**src/core/ppfs_pkg.sv**
```systemverilog
// package: register map, field positions, reset values for port pin function select
package ppfs_pkg;
  // ----------------------------------------------------------------
  // widths
  // ----------------------------------------------------------------
  localparam int unsigned ADDR_W = 8;
  localparam int unsigned BIDIR_W = 8;
  localparam int unsigned INPUT_W = 8;
  localparam int unsigned PORT0_W = 7;
  localparam int unsigned PORT1_W = 8;
  localparam int unsigned SYNC_W = BIDIR_W + INPUT_W + PORT0_W + PORT1_W;
  // ----------------------------------------------------------------
  // register byte offsets
  // ----------------------------------------------------------------
  localparam logic [7:0] OFS_P8_OUT = 8'h00;
  localparam logic [7:0] OFS_P8_DIR = 8'h04;
  localparam logic [7:0] OFS_P8_PLU = 8'h08;
  localparam logic [7:0] OFS_P8_PIN = 8'h0c;
  localparam logic [7:0] OFS_PA_PULL = 8'h10;
  localparam logic [7:0] OFS_PA_PIN = 8'h14;
  localparam logic [7:0] OFS_P0_OUT = 8'h18;
  localparam logic [7:0] OFS_P0_DIR = 8'h1c;
  localparam logic [7:0] OFS_P0_PLU = 8'h20;
  localparam logic [7:0] OFS_P0_ODR = 8'h24;
  localparam logic [7:0] OFS_P0_PIN = 8'h28;
  localparam logic [7:0] OFS_P1_OUT = 8'h2c;
  localparam logic [7:0] OFS_P1_DIR = 8'h30;
  localparam logic [7:0] OFS_P1_PLU = 8'h34;
  localparam logic [7:0] OFS_P1_OMD = 8'h38;
  localparam logic [7:0] OFS_P1_PIN = 8'h3c;
  localparam logic [7:0] OFS_SER0_MD3 = 8'h40;
  localparam logic [7:0] OFS_SER1_MD1 = 8'h44;
  localparam logic [7:0] OFS_CARRIER = 8'h48;
  localparam logic [7:0] OFS_BUZZER = 8'h4c;
  // ----------------------------------------------------------------
  // field positions
  // ----------------------------------------------------------------
  localparam int unsigned PA_POL_BIT = 8;
  localparam int unsigned SER_DOUT_BIT = 0;
  localparam int unsigned SER_DIN_BIT = 1;
  localparam int unsigned SER_CLKO_BIT = 2;
  localparam int unsigned SER_UART_BIT = 3;
  localparam int unsigned CAR_EN_BIT = 0;
  localparam int unsigned BUZ_EN_BIT = 0;
  localparam int unsigned BUZ_FREQ_LSB = 1;
  localparam int unsigned BUZ_FREQ_W = 3;
  // port bit positions of shared functions
  localparam int unsigned P0_SER0_DOUT = 0;
  localparam int unsigned P0_SER0_DIN = 1;
  localparam int unsigned P0_SER0_CLK = 2;
  localparam int unsigned P0_SER1_DOUT = 3;
  localparam int unsigned P0_SER1_DIN = 4;
  localparam int unsigned P0_SER1_CLK = 5;
  localparam int unsigned P0_BUZZER = 6;
  localparam int unsigned P1_CARRIER = 0;
  localparam int unsigned P1_TIMER2 = 2;
  localparam int unsigned P1_TIMER3 = 3;
  // ----------------------------------------------------------------
  // reset values
  // ----------------------------------------------------------------
  localparam logic [7:0] RST_BYTE = 8'h00;
  localparam logic [8:0] RST_PA_PULL = 9'h000;
  localparam logic [3:0] RST_SER = 4'h0;
  localparam logic [3:0] RST_BUZ = 4'h0;
endpackage : ppfs_pkg

```
**src/core/ppfs_sync_if.sv**
```systemverilog
// interface: raw pin levels in, filtered levels out of the pin synchroniser
`timescale 1ns/1ps
interface ppfs_sync_if #(
  parameter int unsigned W = 8
);
  logic [W-1:0] raw;
  logic [W-1:0] clean;
  modport filt (input raw, output clean);
  modport user (output raw, input clean);
endinterface : ppfs_sync_if

```
**src/core/ppfs_top.sv**
```systemverilog
// module: port and alternate-function pin select with wishbone register slave
`timescale 1ns/1ps
module ppfs_top (
  // clock and reset
  input wire logic clk_in,
  input wire logic nrst_in,
  // wishbone slave
  input wire logic wb_cyc_in,
  input wire logic wb_stb_in,
  input wire logic wb_we_in,
  input wire logic [ppfs_pkg::ADDR_W-1:0] wb_adr_in,
  input wire logic [3:0] wb_sel_in,
  input wire logic [31:0] wb_dat_in,
  output logic [31:0] wb_dat_out,
  output logic wb_ack_out,
  // bidirectional port pins
  input wire logic [ppfs_pkg::BIDIR_W-1:0] bidir_pin_in,
  output logic [ppfs_pkg::BIDIR_W-1:0] bidir_pin_out,
  output logic [ppfs_pkg::BIDIR_W-1:0] bidir_pin_oe_n_out,
  output logic [ppfs_pkg::BIDIR_W-1:0] bidir_pullup_out,
  // input-only port pins
  input wire logic [ppfs_pkg::INPUT_W-1:0] input_pin_in,
  output logic [ppfs_pkg::INPUT_W-1:0] input_pull_en_out,
  output logic input_pull_down_out,
  // port 0 pins (serial and buzzer)
  input wire logic [ppfs_pkg::PORT0_W-1:0] port0_pin_in,
  output logic [ppfs_pkg::PORT0_W-1:0] port0_pin_out,
  output logic [ppfs_pkg::PORT0_W-1:0] port0_pin_oe_n_out,
  output logic [ppfs_pkg::PORT0_W-1:0] port0_pullup_out,
  // port 1 pins (carrier and timers)
  input wire logic [ppfs_pkg::PORT1_W-1:0] port1_pin_in,
  output logic [ppfs_pkg::PORT1_W-1:0] port1_pin_out,
  output logic [ppfs_pkg::PORT1_W-1:0] port1_pin_oe_n_out,
  output logic [ppfs_pkg::PORT1_W-1:0] port1_pullup_out,
  // serial channel 0 engine side
  input wire logic ser0_tx_in,
  input wire logic ser0_clk_in,
  output logic ser0_rx_out,
  output logic ser0_clk_out,
  output logic ser0_uart_mode_out,
  // serial channel 1 engine side
  input wire logic ser1_tx_in,
  input wire logic ser1_clk_in,
  output logic ser1_rx_out,
  output logic ser1_clk_out,
  // timer, carrier and buzzer engine side
  input wire logic timer2_out_in,
  input wire logic timer3_out_in,
  output logic timer2_evt_out,
  output logic timer3_evt_out,
  input wire logic carrier_in,
  output logic carrier_en_out,
  input wire logic buzzer_in,
  output logic [ppfs_pkg::BUZ_FREQ_W-1:0] buzzer_freq_out
);
  // ----------------------------------------------------------------
  // registers
  // ----------------------------------------------------------------
  logic [7:0] p8_out_ff;
  logic [7:0] port_eight_direction_ff;
  logic [7:0] port_eight_pullup_ff;
  logic [8:0] input_port_pull_select_ff;
  logic [7:0] p0_out_ff;
  logic [7:0] port_zero_direction_ff;
  logic [7:0] port_zero_pullup_ff;
  logic [7:0] p0_open_drain_ff;
  logic [7:0] p1_out_ff;
  logic [7:0] port_one_direction_ff;
  logic [7:0] port_one_pullup_ff;
  logic [7:0] port_one_output_select_ff;
  logic [3:0] serial0_mode_reg3_ff;
  logic [3:0] serial1_mode_reg1_ff;
  logic carrier_output_control_ff;
  logic [3:0] delay_buzzer_control_ff;
  logic ack_ff;
  logic [31:0] dat_ff;

  // ----------------------------------------------------------------
  // helper functions
  // ----------------------------------------------------------------
  // byte-lane merge of a write into an 8-bit register in lane 0
  function automatic logic [7:0] lane0(input logic [7:0] old, input logic [3:0] sel, input logic [31:0] d);
    lane0 = sel[0] ? d[7:0] : old;
  endfunction : lane0

  // port read: latch for outputs, sampled pin for inputs
  function automatic logic [7:0] port_read(input logic [7:0] dir, input logic [7:0] latch, input logic [7:0] pin);
    port_read = (dir & latch) | (~dir & pin);
  endfunction : port_read

  // ----------------------------------------------------------------
  // pin synchroniser
  // ----------------------------------------------------------------
  ppfs_sync_if #(.W(ppfs_pkg::SYNC_W)) sync_bus ();

  ppfs_pin_sync #(.W(ppfs_pkg::SYNC_W)) u_sync (
    .clk_in(clk_in),
    .nrst_in(nrst_in),
    .sync_io(sync_bus.filt)
  );

  assign sync_bus.raw = {port1_pin_in, port0_pin_in, input_pin_in, bidir_pin_in};

  wire [7:0] p8_pin = sync_bus.clean[7:0];
  wire [7:0] pa_pin = sync_bus.clean[15:8];
  wire [7:0] p0_pin = {1'b0, sync_bus.clean[22:16]};
  wire [7:0] p1_pin = sync_bus.clean[30:23];

  // ----------------------------------------------------------------
  // bus decode
  // ----------------------------------------------------------------
  wire req = wb_cyc_in & wb_stb_in & ~ack_ff;
  wire wr = req & wb_we_in;
  wire [7:0] adr = wb_adr_in;
  wire wr_p8_out = wr & (adr == ppfs_pkg::OFS_P8_OUT);
  wire wr_p8_dir = wr & (adr == ppfs_pkg::OFS_P8_DIR);
  wire wr_p8_plu = wr & (adr == ppfs_pkg::OFS_P8_PLU);
  wire wr_pa_pull = wr & (adr == ppfs_pkg::OFS_PA_PULL);
  wire wr_p0_out = wr & (adr == ppfs_pkg::OFS_P0_OUT);
  wire wr_p0_dir = wr & (adr == ppfs_pkg::OFS_P0_DIR);
  wire wr_p0_plu = wr & (adr == ppfs_pkg::OFS_P0_PLU);
  wire wr_p0_odr = wr & (adr == ppfs_pkg::OFS_P0_ODR);
  wire wr_p1_out = wr & (adr == ppfs_pkg::OFS_P1_OUT);
  wire wr_p1_dir = wr & (adr == ppfs_pkg::OFS_P1_DIR);
  wire wr_p1_plu = wr & (adr == ppfs_pkg::OFS_P1_PLU);
  wire wr_p1_omd = wr & (adr == ppfs_pkg::OFS_P1_OMD);
  wire wr_ser0 = wr & (adr == ppfs_pkg::OFS_SER0_MD3);
  wire wr_ser1 = wr & (adr == ppfs_pkg::OFS_SER1_MD1);
  wire wr_car = wr & (adr == ppfs_pkg::OFS_CARRIER);
  wire wr_buz = wr & (adr == ppfs_pkg::OFS_BUZZER);

  // single polarity bit for the whole input port, so mixing cannot be expressed
  wire [8:0] nxt_pa_pull = {
    wb_sel_in[1] ? wb_dat_in[ppfs_pkg::PA_POL_BIT] : input_port_pull_select_ff[ppfs_pkg::PA_POL_BIT],
    lane0(input_port_pull_select_ff[7:0], wb_sel_in, wb_dat_in)};

  // read mux; unmapped addresses read zero and still acknowledge
  logic [31:0] nxt_dat;
  always_comb begin
    nxt_dat = 32'h0000_0000;
    case (adr)
      ppfs_pkg::OFS_P8_OUT: nxt_dat[7:0] = p8_out_ff;
      ppfs_pkg::OFS_P8_DIR: nxt_dat[7:0] = port_eight_direction_ff;
      ppfs_pkg::OFS_P8_PLU: nxt_dat[7:0] = port_eight_pullup_ff;
      ppfs_pkg::OFS_P8_PIN: nxt_dat[7:0] = port_read(port_eight_direction_ff, p8_out_ff, p8_pin);
      ppfs_pkg::OFS_PA_PULL: nxt_dat[8:0] = input_port_pull_select_ff;
      ppfs_pkg::OFS_PA_PIN: nxt_dat[7:0] = pa_pin;
      ppfs_pkg::OFS_P0_OUT: nxt_dat[6:0] = p0_out_ff[6:0];
      ppfs_pkg::OFS_P0_DIR: nxt_dat[6:0] = port_zero_direction_ff[6:0];
      ppfs_pkg::OFS_P0_PLU: nxt_dat[6:0] = port_zero_pullup_ff[6:0];
      ppfs_pkg::OFS_P0_ODR: nxt_dat[6:0] = p0_open_drain_ff[6:0];
      ppfs_pkg::OFS_P0_PIN: nxt_dat[7:0] = port_read(port_zero_direction_ff, p0_out_ff, p0_pin);
      ppfs_pkg::OFS_P1_OUT: nxt_dat[7:0] = p1_out_ff;
      ppfs_pkg::OFS_P1_DIR: nxt_dat[7:0] = port_one_direction_ff;
      ppfs_pkg::OFS_P1_PLU: nxt_dat[7:0] = port_one_pullup_ff;
      ppfs_pkg::OFS_P1_OMD: nxt_dat[7:0] = port_one_output_select_ff;
      ppfs_pkg::OFS_P1_PIN: nxt_dat[7:0] = port_read(port_one_direction_ff, p1_out_ff, p1_pin);
      ppfs_pkg::OFS_SER0_MD3: nxt_dat[3:0] = serial0_mode_reg3_ff;
      ppfs_pkg::OFS_SER1_MD1: nxt_dat[3:0] = serial1_mode_reg1_ff;
      ppfs_pkg::OFS_CARRIER: nxt_dat[0] = carrier_output_control_ff;
      ppfs_pkg::OFS_BUZZER: nxt_dat[3:0] = delay_buzzer_control_ff;
      default: nxt_dat = 32'h0000_0000;
    endcase
  end

  // ----------------------------------------------------------------
  // register file
  // ----------------------------------------------------------------
  always_ff @(posedge clk_in or negedge nrst_in) begin
    if (!nrst_in) begin
      p8_out_ff <= ppfs_pkg::RST_BYTE;
      port_eight_direction_ff <= ppfs_pkg::RST_BYTE;
      port_eight_pullup_ff <= ppfs_pkg::RST_BYTE;
      input_port_pull_select_ff <= ppfs_pkg::RST_PA_PULL;
      p0_out_ff <= ppfs_pkg::RST_BYTE;
      port_zero_direction_ff <= ppfs_pkg::RST_BYTE;
      port_zero_pullup_ff <= ppfs_pkg::RST_BYTE;
      p0_open_drain_ff <= ppfs_pkg::RST_BYTE;
      p1_out_ff <= ppfs_pkg::RST_BYTE;
      port_one_direction_ff <= ppfs_pkg::RST_BYTE;
      port_one_pullup_ff <= ppfs_pkg::RST_BYTE;
      port_one_output_select_ff <= ppfs_pkg::RST_BYTE;
      serial0_mode_reg3_ff <= ppfs_pkg::RST_SER;
      serial1_mode_reg1_ff <= ppfs_pkg::RST_SER;
      carrier_output_control_ff <= 1'b0;
      delay_buzzer_control_ff <= ppfs_pkg::RST_BUZ;
    end else begin
      if (wr_p8_out) begin
        p8_out_ff <= lane0(p8_out_ff, wb_sel_in, wb_dat_in);
      end
      if (wr_p8_dir) begin
        port_eight_direction_ff <= lane0(port_eight_direction_ff, wb_sel_in, wb_dat_in);
      end
      if (wr_p8_plu) begin
        port_eight_pullup_ff <= lane0(port_eight_pullup_ff, wb_sel_in, wb_dat_in);
      end
      if (wr_pa_pull) begin
        input_port_pull_select_ff <= nxt_pa_pull;
      end
      if (wr_p0_out) begin
        p0_out_ff <= lane0(p0_out_ff, wb_sel_in, wb_dat_in) & 8'h7f;
      end
      if (wr_p0_dir) begin
        port_zero_direction_ff <= lane0(port_zero_direction_ff, wb_sel_in, wb_dat_in) & 8'h7f;
      end
      if (wr_p0_plu) begin
        port_zero_pullup_ff <= lane0(port_zero_pullup_ff, wb_sel_in, wb_dat_in) & 8'h7f;
      end
      if (wr_p0_odr) begin
        p0_open_drain_ff <= lane0(p0_open_drain_ff, wb_sel_in, wb_dat_in) & 8'h7f;
      end
      if (wr_p1_out) begin
        p1_out_ff <= lane0(p1_out_ff, wb_sel_in, wb_dat_in);
      end
      if (wr_p1_dir) begin
        port_one_direction_ff <= lane0(port_one_direction_ff, wb_sel_in, wb_dat_in);
      end
      if (wr_p1_plu) begin
        port_one_pullup_ff <= lane0(port_one_pullup_ff, wb_sel_in, wb_dat_in);
      end
      if (wr_p1_omd) begin
        port_one_output_select_ff <= lane0(port_one_output_select_ff, wb_sel_in, wb_dat_in);
      end
      if (wr_ser0 && wb_sel_in[0]) begin
        serial0_mode_reg3_ff <= wb_dat_in[3:0];
      end
      if (wr_ser1 && wb_sel_in[0]) begin
        serial1_mode_reg1_ff <= wb_dat_in[3:0];
      end
      if (wr_car && wb_sel_in[0]) begin
        carrier_output_control_ff <= wb_dat_in[ppfs_pkg::CAR_EN_BIT];
      end
      if (wr_buz && wb_sel_in[0]) begin
        delay_buzzer_control_ff <= wb_dat_in[3:0];
      end
    end
  end

  // ack for one cycle per request, dropped the cycle after
  always_ff @(posedge clk_in or negedge nrst_in) begin
    if (!nrst_in) begin
      ack_ff <= 1'b0;
      dat_ff <= 32'h0000_0000;
    end else begin
      ack_ff <= req;
      dat_ff <= req ? nxt_dat : dat_ff;
    end
  end

  assign wb_ack_out = ack_ff;
  assign wb_dat_out = dat_ff;

  // ----------------------------------------------------------------
  // bidirectional and input-only ports
  // ----------------------------------------------------------------
  // reset leaves direction and pull-ups clear, so every driver is released
  assign bidir_pin_out = p8_out_ff;
  assign bidir_pin_oe_n_out = ~port_eight_direction_ff;
  assign bidir_pullup_out = port_eight_pullup_ff;
  assign input_pull_en_out = input_port_pull_select_ff[7:0];
  assign input_pull_down_out = input_port_pull_select_ff[ppfs_pkg::PA_POL_BIT];

  // ----------------------------------------------------------------
  // port 0: serial channels and buzzer
  // ----------------------------------------------------------------
  wire [6:0] d0 = port_zero_direction_ff[6:0];
  wire [3:0] sm0 = serial0_mode_reg3_ff;
  wire [3:0] sm1 = serial1_mode_reg1_ff;

  wire s0_dout = d0[ppfs_pkg::P0_SER0_DOUT] & sm0[ppfs_pkg::SER_DOUT_BIT];
  wire s1_dout = d0[ppfs_pkg::P0_SER1_DOUT] & sm1[ppfs_pkg::SER_DOUT_BIT];
  wire s0_din = ~d0[ppfs_pkg::P0_SER0_DIN] & sm0[ppfs_pkg::SER_DIN_BIT];
  wire s1_din = ~d0[ppfs_pkg::P0_SER1_DIN] & sm1[ppfs_pkg::SER_DIN_BIT];
  // clock master only when the mode asks for it and the bit is an output
  wire s0_clko = d0[ppfs_pkg::P0_SER0_CLK] & sm0[ppfs_pkg::SER_CLKO_BIT];
  wire s1_clko = d0[ppfs_pkg::P0_SER1_CLK] & sm1[ppfs_pkg::SER_CLKO_BIT];
  wire s0_clki = ~d0[ppfs_pkg::P0_SER0_CLK] & ~sm0[ppfs_pkg::SER_CLKO_BIT] & (|sm0[1:0]);
  wire s1_clki = ~d0[ppfs_pkg::P0_SER1_CLK] & ~sm1[ppfs_pkg::SER_CLKO_BIT] & (|sm1[1:0]);
  wire buz_sel = d0[ppfs_pkg::P0_BUZZER] & delay_buzzer_control_ff[ppfs_pkg::BUZ_EN_BIT];

  // any function not selected falls back to the output latch
  wire [6:0] p0_val = {
    buz_sel ? buzzer_in : p0_out_ff[6],
    s1_clko ? ser1_clk_in : p0_out_ff[5],
    p0_out_ff[4],
    s1_dout ? ser1_tx_in : p0_out_ff[3],
    s0_clko ? ser0_clk_in : p0_out_ff[2],
    p0_out_ff[1],
    s0_dout ? ser0_tx_in : p0_out_ff[0]};

  // open drain releases the pin for a high; buzzer pin stays push-pull
  wire [6:0] p0_od = p0_open_drain_ff[6:0] & 7'h3f;
  assign port0_pin_out = p0_val;
  assign port0_pin_oe_n_out = ~(d0 & ~(p0_od & p0_val));
  assign port0_pullup_out = port_zero_pullup_ff[6:0];

  // receivers see an idle high when their pin is not routed to them
  assign ser0_rx_out = s0_din ? p0_pin[ppfs_pkg::P0_SER0_DIN] : 1'b1;
  assign ser1_rx_out = s1_din ? p0_pin[ppfs_pkg::P0_SER1_DIN] : 1'b1;
  assign ser0_clk_out = s0_clki ? p0_pin[ppfs_pkg::P0_SER0_CLK] : 1'b1;
  assign ser1_clk_out = s1_clki ? p0_pin[ppfs_pkg::P0_SER1_CLK] : 1'b1;
  assign ser0_uart_mode_out = sm0[ppfs_pkg::SER_UART_BIT];
  assign buzzer_freq_out = delay_buzzer_control_ff[ppfs_pkg::BUZ_FREQ_LSB +: ppfs_pkg::BUZ_FREQ_W];

  // ----------------------------------------------------------------
  // port 1: carrier and timers
  // ----------------------------------------------------------------
  wire [7:0] d1 = port_one_direction_ff;
  wire [7:0] omd = port_one_output_select_ff;
  wire car_sel = omd[ppfs_pkg::P1_CARRIER] & d1[ppfs_pkg::P1_CARRIER] & carrier_output_control_ff;
  wire t2_sel = omd[ppfs_pkg::P1_TIMER2] & d1[ppfs_pkg::P1_TIMER2];
  wire t3_sel = omd[ppfs_pkg::P1_TIMER3] & d1[ppfs_pkg::P1_TIMER3];

  logic [7:0] p1_val;
  always_comb begin
    p1_val = p1_out_ff;
    p1_val[ppfs_pkg::P1_CARRIER] = car_sel ? carrier_in : p1_out_ff[ppfs_pkg::P1_CARRIER];
    p1_val[ppfs_pkg::P1_TIMER2] = t2_sel ? timer2_out_in : p1_out_ff[ppfs_pkg::P1_TIMER2];
    p1_val[ppfs_pkg::P1_TIMER3] = t3_sel ? timer3_out_in : p1_out_ff[ppfs_pkg::P1_TIMER3];
  end

  assign port1_pin_out = p1_val;
  assign port1_pin_oe_n_out = ~d1;
  assign port1_pullup_out = port_one_pullup_ff;
  // event clock only in input mode; held low otherwise so no stray counts
  assign timer2_evt_out = ~d1[ppfs_pkg::P1_TIMER2] & p1_pin[ppfs_pkg::P1_TIMER2];
  assign timer3_evt_out = ~d1[ppfs_pkg::P1_TIMER3] & p1_pin[ppfs_pkg::P1_TIMER3];
  assign carrier_en_out = carrier_output_control_ff;
endmodule : ppfs_top

```
**src/core/ppfs_pin_sync.sv**
```systemverilog
// module: three-stage pin synchroniser with agreement filter
`timescale 1ns/1ps
module ppfs_pin_sync #(
  parameter int unsigned W = 8
) (
  // clock and reset
  input wire logic clk_in,
  input wire logic nrst_in,
  // pin levels
  ppfs_sync_if.filt sync_io
);
  logic [W-1:0] s1_ff;
  logic [W-1:0] s2_ff;
  logic [W-1:0] s3_ff;
  logic [W-1:0] clean_ff;
  wire [W-1:0] agree;
  wire [W-1:0] nxt_clean;

  // ----------------------------------------------------------------
  // agreement filter
  // ----------------------------------------------------------------
  // s1 is read only by s2, so metastability never reaches the filter
  assign agree = ~(s2_ff ^ s3_ff);
  assign nxt_clean = (agree & s3_ff) | (~agree & clean_ff);
  assign sync_io.clean = clean_ff;

  always_ff @(posedge clk_in or negedge nrst_in) begin
    if (!nrst_in) begin
      s1_ff <= '0;
      s2_ff <= '0;
      s3_ff <= '0;
      clean_ff <= '0;
    end else begin
      s1_ff <= sync_io.raw;
      s2_ff <= s1_ff;
      s3_ff <= s2_ff;
      clean_ff <= nxt_clean;
    end
  end
endmodule : ppfs_pin_sync

```
**config.mk**
```make
export PLATFORM = sky130hd
export DESIGN_NAME = ppfs_top
export DESIGN_NICKNAME = d
export VERILOG_FILES = /design/src/core/ppfs_pkg.sv /design/src/core/ppfs_sync_if.sv /design/src/core/ppfs_top.sv /design/src/core/ppfs_pin_sync.sv
export SDC_FILE = /design/constraint.sdc
export NUM_CORES = 1
export LEC_CHECK = 0
export BUFFER_PORTS_ARGS = -buffer_cell sky130_fd_sc_hd__buf_4
export CAP_MARGIN = 20
export CORE_MARGIN = 4
export CORE_UTILIZATION = 40
export CTS_CLUSTER_SIZE = 10
export DETAILED_ROUTE_END_ITERATION = 10
export MAX_ROUTING_LAYER = met4
export PLACE_DENSITY_LB_ADDON = 0.08
export SYNTH_ARGS = -nofsm -noshare
export SYNTH_HDL_FRONTEND = slang
export SYNTH_SLANG_ARGS = --single-unit
```
**constraint.sdc**
```tcl
create_clock -name clk_in -period 2.15 [get_ports clk_in]
set_input_delay 0.215 -clock clk_in [delete_from_list [all_inputs] [get_ports clk_in]]
set_output_delay 0.215 -clock clk_in [all_outputs]
set_load 0.005 [all_outputs]
```
==> impl_results.md, run 1 <==
* Starting Density at 0.411
* Vias in the first global route at around 7.5k
* Row count at 57
* Clk_lat worst skew at approximately 0.55 ns
* PortBufs at 161
* Core box area at roughly 25000 um^2
* H-tree depth at 1
* CP Max Fanout at 4
* Post-synth EDFFs at 0
* Min-delay worst type: in2reg
* Layout fillers at roughly 2.1k
* CP Data Arrival Time at between 1.5 and 2 ns
* Largest net degree at the start of global routing at 70
* LEAKAGE at 6.26 nW
* Startpoint Class: register
* Ports at 210
* CP delay by family, top: flip-flops
* Layout cells sized above 1 at 0.414
* CTS buffer count at 29
* Post-synthesis register bit count at 240
* Peak supply drop at between 0.0005 and 0.0006 V
* Hold Vio Cnt, Final at 0
* All-Layer GR Usage at 0.221
* Unique masters post-synth at 61
* Final wirelength at 30.2 mm
* Post-route DRC at 0
* Critical path endpoint category: output port
* Synth Cell Area at slightly above 10000 um^2
* Crit path largest cell delay at roughly 0.48 ns
* CP required at around 1.9 ns
* CTS Sinks at 240
* Crit path cell chain: nand2_1 > mux2_2 > nand2_1 > nand2_1 > buf_4
* Period utilization at 0.946
* Max Slew Vio Count at 0
* DR vias/cell at 5.24
* Power Density at around 730 nW/um^2
* Setup-failing EPs final at 0
* Kind of critical path: reg2out
* Average routed wire per standard cell at approximately 22 um
* Buf+Inv Stages, Crit Path at 1
* Clk_skew at about 0.0094 ns
* Async set-reset flop share out of synthesis at 1.00
* Nets@finish at 1101
* Main synth FF type: dfrtp_1
* First-pass GRT wire length at about 46 mm
* Highest clock rate at 492 MHz
* Synthesis Warnings at 0
* Antenna violations before repair at 0
* Post-route ant nets at 0
* Post-synthesis sequential area ratio at 0.593
* Diode count at 0
* Layout Utilization at 0.541
* Syn Area/Cell at roughly 13 um^2
* Area of the multi-input gates at around 3700 um^2
* Max cap viols at 0
* First DRT Iteration DRCs at just under 400
* Most frequent CP cell: nand2_1
* DP HPWL at 22.4 mm
* Status: finished clean
* Seq. cell area at ~6000 um^2
* Clk buf depth at 3
* Max-slew headroom at 0.613
* Fin Setup TNS at 0 ns
* Slowest cell on crit path: dfrtp_1
* TritonCTS clock tree: done
* Clock-pin slew on the worst setup and hold paths at about 0.060 ns
* Die span in y at approximately 170 um
* RSZ-0062 raised after global routing: false
* Setup bufs post-CTS at 0
* Full die area at around 28000 um^2
* Vias at between 7k and 8k
* Initial DRT Pass Iterations at 5
* CTS root buf: clkbuf_16
* Worst slew pin tran at ~0.58 ns
* GP Congestion at around 0.9
* Post-layout min period at approximately 2 ns
* Die Wd at roughly 170 um
* Post-Syn Instances at 750
* GR Overflow Total at 0
* Area grow syn2layout at 31.6%
## area by class of cell
cell class / instances / share of cell area
Multi-Input combinational cell: 442 / 0.277
Timing Repair Buffer: 280 / 0.177
Sequential cell: 240 / 0.451
Clock inverter: 4 / 0.00291
Inverter: 20 / 0.00564
Tap cell: 324 / 0.0304
Clock buffer: 36 / 0.0565
## placed cells by master, fill, tap and decap left out, types with 7 or more instances in the layout
cell type      instances
nor2b_1                9
nor3_1                 8
dlygate4sd3_1         37
conb_1                23
a21oi_1               14
a22o_1                10
dfrtp_1              240
buf_4                230
a32oi_1                8
nor2_1                20
clkbuf_1               7
maj3_1                31
buf_12                12
nand3_1               11
inv_1                 19
mux2i_1               18
a22oi_1                9
nor3_4                12
mux2_2               124
nand2_1               45
clkbuf_16             29
o21ai_0               20
## power breakdown
part           internal (W)  total, W  switching (W)
Combinational      0.000335  0.000711       0.000377
Clock               0.00243   0.00419        0.00176
Sequential          0.00469   0.00480       0.000102
## cell families (layout without fill, tap and decap cells)
| family | Yosys count | in the layout | synth area share |
|---|---|---|---|
| flip-flops | 240 | 240 | 0.593 |
| multiplexers | 147 | 147 | 0.167 |
| AND/OR/NAND/NOR | 142 | 142 | 0.0889 |
| AO/OA/AOI/OAI | 99 | 99 | 0.0695 |
| buffers and inverters | 90 | 340 | 0.0504 |
| adder cells (fa/ha/maj) | 31 | 31 | 0.0307 |
| other | 1 | 23 | 0.000370 |
## synth_stat cells (all sizes together), types with 3 or more instances
| cell type | number | area share |
|---|---|---|
| nand3 | 11 | 0.0054 |
| a21oi | 14 | 0.0069 |
| o32ai | 4 | 0.0035 |
| dfrtp | 240 | 0.59 |
| or4b | 3 | 0.0030 |
| nor3 | 20 | 0.023 |
| inv | 20 | 0.0074 |
| mux2i | 18 | 0.018 |
| mux4 | 5 | 0.011 |
| maj3 | 31 | 0.031 |
| mux2 | 124 | 0.14 |
| a32oi | 8 | 0.0069 |
| and3 | 4 | 0.0025 |
| nand2 | 45 | 0.017 |
| clkbuf | 11 | 0.0041 |
| o22a | 3 | 0.0026 |
| nor4b | 5 | 0.0064 |
| a31oi | 4 | 0.0025 |
| o21ai | 20 | 0.0099 |
| nor4 | 3 | 0.0025 |
| o22ai | 6 | 0.0037 |
| nand3b | 5 | 0.0037 |
| nor2 | 20 | 0.0074 |
| buf | 59 | 0.039 |
| nand4 | 6 | 0.0037 |
| a22oi | 9 | 0.0067 |
| a22o | 10 | 0.0087 |
| nor2b | 9 | 0.0056 |
## metrics by stage
stage / hold WS [ns] / std cells / total power (W) / area [um^2] / worst slack, ns
after floorplan: -0.0806 / 772 / 0.00514 / 10200 / 0.143
after global placement: 0.232 / 1269 / 0.00552 / 12200 / 0.0485
after detailed placement: 0.232 / 1269 / 0.00554 / 12200 / 0.0657
after CTS: 0.0161 / 1346 / 0.00983 / 13300 / 0.130
after global routing: 0.0282 / 1346 / 0.0101 / 13300 / 0.0643
final: 0.0443 / 1346 / 0.00970 / 13300 / 0.117
## metal layers
metal | vias up | part of all wire | track usage
met5 | - | 0 | -
met4 | 0 | 0.030 | 0.0647
met3 | 52 | 0.061 | 0.0384
met2 | 254 | 0.48 | 0.347
met1 | 3554 | 0.43 | 0.296
li1 | 3192 | - | -
## timing repair
item | CTS | global route
hold endpoints to repair | 132 | 0
hold buffers | 37 | 0
endpoints found under the setup margin | 0 | 0
resized for setup | 0 | 0
## path summary, 6_finish.rpt
path	start	end	slack (ns)	cells past startpoint
min in group asynchronous	nrst_in	u_sync.s3_ff[1]	0.24	2
max reg2reg	wb_ack_out	bidir_pin_out[4]	0.14	7
max	serial0_mode_reg3_ff[0]	port0_pin_oe_n_out[0]	0.12	5
max in group asynchronous	nrst_in	p1_out_ff[4]	1.27	3
min	wb_dat_in[3]	p0_open_drain_ff[3]	0.04	2
min reg2reg	u_sync.s1_ff[17]	u_sync.s2_ff[17]	0.35	0
Note: power is estimated with default switching activity, not from simulation.
==> run 2: changes to the inputs <==
- ABC_AREA: default -> 1
- SETUP_SLACK_MARGIN: default -> 0.05
==> run 2 against run 1 <==
  * Critical path type unchanged
  * Global-route usage decreased by 0.18 points
  * Sequential share of layout area increased by 3.2 points
  * Final area decreased by 6.6%
  * Die area decreased by 2.4%
  * Register-to-register slack improved by 0.33 ns
  * Maximum frequency increased by 3.3%
  * Critical path depth unchanged
  * Power decreased by 2.0%
  * Area after synthesis decreased by 2.5%
  * Cell count increased by 17%
  * Clock skew increased by 0.00055 ns
==> impl_results.md, run 2 <==
* Clk_skew at 0.00999 ns (+0.000555 ns)
* GR Layer Usage met3 at 0.0379 (-0.000464)
* Critical path endpoint category: output port
* Area of the multi-input gates at 3320 um^2 (-10%)
* Critical Path End: port0_pin_oe_n_out[2]
* Seq. cell area at 6010 um^2 (unchanged)
* WP depth at 5 (unchanged)
* R2R depth at 7 (unchanged)
* Post-synth EDFFs at 0 (unchanged)
* LEAKAGE at 6.05 nW (-3.4%)
* Peak supply drop at 0.000700 V (+39%)
* Startpoint Class: register
* Synth top area share at 0.609 (+0.0155)
* Clock-pin slew on the worst setup and hold paths at 0.06 ns (about the same)
* Post-route ant nets at 0 (unchanged)
* H-tree depth at 1 (unchanged)
* DR vias/cell at 4.85 (-7.4%)
* Post-CTS sizing at 0 (unchanged)
* Crit path largest cell delay at 0.51 ns (+0.03 ns)
* All-Layer GR Usage at 0.219 (-0.00181)
* Setup bufs post-CTS at 0 (unchanged)
* Flop2flop setup slack at 0.47 ns (+0.33 ns)
* Most frequent CP cell: nand2_1
* Nets@finish at 1332 (+21%)
* Critical Path Start: port_zero_direction_ff[2]
* Slowest cell on crit path: dfrtp_1
* Clk buf depth at 3 (unchanged)
* Synth Cell Area at 9860 um^2 (-2.5%)
* Max cap viols at 0 (unchanged)
* Max Slew Vio Count at 0 (unchanged)
* Most frequent cells in the layout: nand2_1 (354), dfrtp_1 (240), buf_4 (175)
* Worst hold slack at 0.0476 ns (+0.00335 ns)
* Top cells by count, synth: nand2_1 (354), dfrtp_1 (240), nand3_1 (63)
* Buf+Inv Stages, Crit Path at 1 (unchanged)
* Async set-reset flop share out of synthesis at 1.00 (unchanged)
* Initial DRT Pass Iterations at 5 (unchanged)
* Vias at 7639 (+8.3%)
* Full die area at 27200 um^2 (-2.4%)
* Post-layout min period at 1.97 ns (-0.0653 ns)
* Worst reg2reg endpoint: bidir_pin_out[2]
* Gr busiest metal: met2
* Die span in y at 165 um (-1.2%)
* RSZ-0062 raised after global routing: false
* Hold Vio Cnt, Final at 0 (unchanged)
* Design area at 12400 um^2 (-6.6%)
* Ports at 210 (unchanged)
* Starting Density at 0.406 (-0.00577)
* Period utilization at 0.915 (-0.0304)
* Largest net degree at the start of global routing at 67 (-4.3%)
* CTS root buf: clkbuf_16
* Highest clock rate at 508 MHz (+3.3%)
* Min-delay worst type: in2reg
* Met2 Use GR at 0.325 (-0.0223)
* Met1 Use GR at 0.308 (+0.0114)
* Core box area at 24300 um^2 (-1.2%)
* CP delay by family, top: flip-flops
* Most common cell after layout, fill and taps aside: nand2_1
* Layout fillers at 2292 (+7.9%)
* Clk_lat worst skew at 0.52 ns (-0.03 ns)
* Yosys top cell by area: dfrtp_1
* Kind of critical path: reg2out
* Crit path cell chain: nand2_1 > a21oi_1 > nand2_1 > nand2_1 > buf_4
* Fin Setup TNS at 0 ns (unchanged)
* GP Congestion at 0.934 (+1.9%)
* Layout cells sized above 1 at 0.206 (-0.208)
* Setup-failing EPs final at 0 (unchanged)
* Die Wd at 165 um (-1.2%)
* Worst slew pin tran at 0.810 ns (+0.229 ns)
* Most common cell in the netlist: nand2_1
* Synthesis Warnings at 0 (unchanged)
* Dpl cell area at 11300 um^2 (-6.8%)
* GR Overflow Total at 0 (unchanged)
* Post-Syn Instances at 1044 (+39%)
* CP Max Fanout at 6 (+2)
* Vias in the first global route at 7508 (+0.78%)
* Area grow syn2layout at 26.1%
* CTS buffer count at 28 (-3.4%)
* CP Data Arrival Time at 1.75 ns (-0.07 ns)
* Max-slew headroom at 0.460 (-0.153)
* CTS Sinks at 240 (unchanged)
* Unique masters post-synth at 31 (-49%)
* Average routed wire per standard cell at 18.2 um (-19%)
* Syn Area/Cell at 9.45 um^2 (-30%)
* CP required at 1.93 ns (about the same)
* First DRT Iteration DRCs at 610 (+54%)
* Largest cells by area after synthesis: dfrtp_1 (61%), nand2_1 (13%), nand3_1 (3.2%)
* Power Density at 764 nW/um^2 (+4.9%)
* Post-route DRC at 0 (unchanged)
* Post-synthesis sequential area ratio at 0.609 (+0.0155)
* First-pass GRT wire length at 43.8 mm (-5.6%)
* Main synth FF type: dfrtp_1
* TritonCTS clock tree: done
* Row count at 57 (unchanged)
* Status: finished clean
* DP HPWL at 20.6 mm (-8.0%)
* Reg2reg start: wb_ack_out
* Antenna violations before repair at 1 (+1)
* Post-synthesis register bit count at 240 (unchanged)
* Final wirelength at 28.6 mm (-5.1%)
* PortBufs at 161 (unchanged)
[run 2: area by class of cell]
type / instances / area share
Clock buffer: 35 / 0.0601
Clock inverter: 1 / 0.00241
Sequential cell: 240 / 0.483
Multi-Input combinational cell: 705 / 0.267
Inverter: 57 / 0.0172
Tap cell: 324 / 0.0326
Timing Repair Buffer: 212 / 0.138
Antenna cell: 1 / 0.000201
[run 2: per-stage QoR]
step	power [W]	cells	worst slack, ns	utilization
after global placement	0.00536	1505	0.418	0.466
after floorplan	0.00505	1066	0.664	-
after detailed placement	0.00537	1505	0.367	0.466
final	0.00951	1575	0.182	0.512
after CTS	0.00963	1574	0.171	0.512
after global routing	0.00988	1575	0.0507	0.512
[run 2: timing repair]
item                       CTS  global route
hold buffers                33             0
hold endpoints to repair    89             0
setup endpoints to repair    0             0
[run 2: how the worst min path moves through the flow]
stage	to	cells past startpoint	slack [ns]	start
final	input_port_pull_select_ff[8]	3	0.05	wb_sel_in[1]
after global routing	input_port_pull_select_ff[8]	3	0.07	wb_sel_in[1]
after CTS	input_port_pull_select_ff[8]	3	0.04	wb_sel_in[1]
after detailed placement	u_sync.s3_ff[25]	1	0.20	nrst_in
after global placement	asynchronous set/reset pin	1	0.19	nrst_in
after floorplan	asynchronous set/reset pin	0	-0.08	nrst_in
[run 2: report_power, final]
part	leakage, nW	total, W	internal [W]	switching, W
registers	3.06	0.00478	0.00469	0.0000964
logic	2.61	0.000545	0.000230	0.000315
clock network	0.379	0.00418	0.00251	0.00167
total	6.05	0.00951	0.00742	0.00208
[run 2: tightest hold or removal path, delay by kind of cell]
family	cells	cell delay, ns
mux	1	0.13
simple gates	1	0.09
buf+inv	1	0.11
[run 2: logic make-up (layout without fill, tap and decap cells)]
| logic type | Yosys count | in the layout | share of synthesized area |
|---|---|---|---|
| flip-flops | 240 | 240 | 0.609 |
| other | 1 | 24 | 0.000380 |
| adder cells (fa/ha/maj) | 31 | 31 | 0.0315 |
| buffers and inverters | 121 | 305 | 0.0632 |
| AND/OR/NAND/NOR | 513 | 513 | 0.221 |
| multiplexers | 2 | 2 | 0.00228 |
| AO/OA/AOI/OAI | 136 | 136 | 0.0733 |
[run 2: metal layers]
layer | wire, um | part of all wire | vias to the layer above
li1 | - | - | 3702
met1 | 12900 | 0.45 | 3610
met2 | 12900 | 0.45 | 268
met3 | 1900 | 0.066 | 59
met4 | 918 | 0.032 | 0
met5 | 0 | 0 | -
==> run 3: changes to the inputs <==
- CORE_ASPECT_RATIO: default -> 0.75
- CTS_BUF_LIST: default -> sky130_fd_sc_hd__clkbuf_2
==> run 3 against run 2 <==
  * Worst setup slack got worse by 0.077 ns
  * Via count increased by 9.3%
  * First-iteration DRC count increased by 7.2%
  * Combinational power increased by 16%
  * Clock power fell by 30%
  * Clock-buffer cell count grew 43
  * Flip-flop and latch count unchanged
  * Hold slack better by 0.068 ns
  * Register-to-register slack got worse by 0.14 ns
  * Critical endpoint is now port0_pin_oe_n_out[3]
==> impl_results.md, run 3 (synthesized netlist as in run 2, its figures left out) <==
* Status: finished clean
* Nets@finish at 1437 (+7.9%)
* GR Overflow Total at 0 (unchanged)
* Clk buf depth at 3 (unchanged)
* Flop pwr share at 0.573 (+0.070)
* LEAKAGE at 6.39 nW (+5.6%)
* CP Data Arrival Time at 1.83 ns (+0.08 ns)
* Vias in the first global route at 8276 (+10%)
* RSZ-0062 raised after global routing: true
* Flop2flop setup slack at 0.33 ns (-0.14 ns)
* Setup-failing EPs final at 0 (unchanged)
* Clk_lat worst skew at 0.89 ns (+0.37 ns)
* Critical path endpoint category: output port
* First-pass GRT wire length at 47.4 mm (+8.1%)
* Highest clock rate at 489 MHz (-3.7%)
* GP Congestion at 0.891 (-4.6%)
* Largest net degree at the start of global routing at 101 (+51%)
* Die span in y at 144 um (-13%)
* Fin cells at 1732 (+10%)
* Internal Power at 0.00598 W (-19%)
* Initial DRT Pass Iterations at 5 (unchanged)
* Max Slew Vio Count at 0 (unchanged)
* Max-slew headroom at 0.377 (-0.0830)
* Area grow syn2layout at 31.6%
* Final wirelength at 30.5 mm (+6.4%)
* DR vias/cell at 4.82 (-0.60%)
* Peak supply drop at 0.000397 V (-43%)
* Startpoint Class: register
* CTS Sinks at 240 (unchanged)
* Average routed wire per standard cell at 17.6 um (-3.2%)
* Critical Path End: port0_pin_oe_n_out[3]
* Max cap viols at 0 (unchanged)
* Starting Density at 0.409 (+0.00379)
* CTS buffer count at 59 (+110%)
* CTS root buf: clkbuf_2
* Worst slew pin tran at 0.931 ns (+0.122 ns)
* H-tree depth at 2 (+1)
* TritonCTS clock tree: done
* Min-delay worst type: in2reg
* PortBufs at 161 (unchanged)
* Switching power at 0.00233 W (+12%)
* CP required at 1.93 ns (about the same)
* Worst reg2reg endpoint: input_port_pull_select_ff[8]
* Most common cell after layout, fill and taps aside: nand2_1
* Row count at 49 (-14%)
* First DRT Iteration DRCs at 654 (+7.2%)
* R2R depth at 5 (-2)
* Ports at 210 (unchanged)
* Post-route ant nets at 0 (unchanged)
* Comb pwr share at 0.076 (+0.019)
* Post-route DRC at 0 (unchanged)
* Clock power share at 0.351 (-0.089)
* Power Density at 640 nW/um^2 (-16%)
* Kind of critical path: reg2out
* Post-layout min period at 2.04 ns (+0.0765 ns)
* Worst hold slack at 0.115 ns (+0.0677 ns)
* Layout cells sized above 1 at 0.250 (+0.0440)
* DP HPWL at 21.1 mm (+2.3%)
* CP Max Fanout at 4 (-2)
* Full die area at 27300 um^2 (about the same)
* Hold Vio Cnt, Final at 0 (unchanged)
* Vias at 8350 (+9.3%)
* All-Layer GR Usage at 0.233 (+0.0140)
* Post-placement cell count at 1510 (+0.33%)
* Core box area at 24100 um^2 (-0.93%)
* Critical Path Start: p0_out_ff[3]
* Clk_skew at 0.0442 ns (+0.0342 ns)
* Clock-pin slew on the worst setup and hold paths at 0.12 ns (+0.06 ns)
* Reg2reg start: wb_ack_out
* Antenna violations before repair at 3 (+2)
* Period utilization at 0.951 (+0.0356)
* Die Wd at 189 um (+15%)
* Sw frac at 0.281 (+0.0613)
* Most frequent cells in the layout: nand2_1 (350), dfrtp_1 (231), buf_4 (186)
==> run 3: cell count changes in the layout (fill, tap and decap cells not counted), moves of 11 or more <==
cell,change
dlygate4sd3_1,+57
buf_4,+11
clkinv_1,+28
clkbuf_16,-29
clkbuf_2,+78
==> run 3: layout make-up <==
cell class | count | area (um^2)
flip-flops and latches | 240 | 6020
clock buffers | 78 | 390
repair buffers | 286 | 2440
diodes | 3 | 7.51
well taps | 331 | 414
multi-input cells | 705 | 3370
inverters | 57 | 214
fillers | 2298 | 11100
clock inverters | 32 | 124
==> run 3: critical path: stages, from the launching register on <==
cell     delay [ns]
dfrtp_1        0.45
a21oi_2        0.05
a31oi_2        0.17
nand2_1        0.09
nand2_2        0.09
buf_6          0.09
==> run 3: worst min-delay path by stage <==
stage / start / endpoint / slack, ns / depth (start not counted)
3_5_place_dp: nrst_in / u_sync.s2_ff[22] / 0.08 / 1
4_1_cts: wb_adr_in[1] / carrier_en_out / 0.02 / 6
5_1_grt: wb_adr_in[1] / serial0_mode_reg3_ff[0] / 0.13 / 6
2_1_floorplan: nrst_in / asynchronous set/reset pin / -0.08 / 0
3_3_place_gp: nrst_in / asynchronous set/reset pin / 0.07 / 1
6_report: wb_adr_in[1] / carrier_en_out / 0.12 / 6
==> run 3: power groups by stage <==
stage	Combinational, W	Sequential, W	Clock (W)
5_1_grt	0.000706	0.00479	0.00327
3_3_place_gp	0.000496	0.00485	0
3_5_place_dp	0.000503	0.00486	0
4_1_cts	0.000632	0.00477	0.00302
6_report	0.000633	0.00477	0.00291
2_1_floorplan	0.000226	0.00482	0
==> run 3: through the flow <==
step / util / setup TNS, ns / cell area (um^2) / worst slack, ns / total power (W)
floorplan: - / 0 / 9950 / 0.664 / 0.00505
global placement: 0.470 / 0 / 11300 / 0.344 / 0.00535
detailed placement: 0.470 / 0 / 11300 / 0.348 / 0.00536
CTS: 0.533 / 0 / 12800 / 0.0365 / 0.00842
global route: 0.539 / -0.0514 / 13000 / -0.0514 / 0.00877
finish: 0.539 / 0 / 13000 / 0.106 / 0.00831
==> run 3: layer usage <==
| metal | global-route usage | up-vias | part of all wire |
|---|---|---|---|
| met5 | - | - | 0 |
| met4 | 0.0635 | 0 | 0.016 |
| met3 | 0.0729 | 45 | 0.10 |
| met2 | 0.328 | 340 | 0.43 |
| met1 | 0.329 | 3999 | 0.45 |
| li1 | - | 3966 | - |
==> run 3: repair_timing <==
item                       CTS  global route
hold endpoints to repair   386             0
pin swaps                    0             5
buffers inserted            11             7
hold buffers                90             0
resized for setup           10            20
setup endpoints to repair    7            10
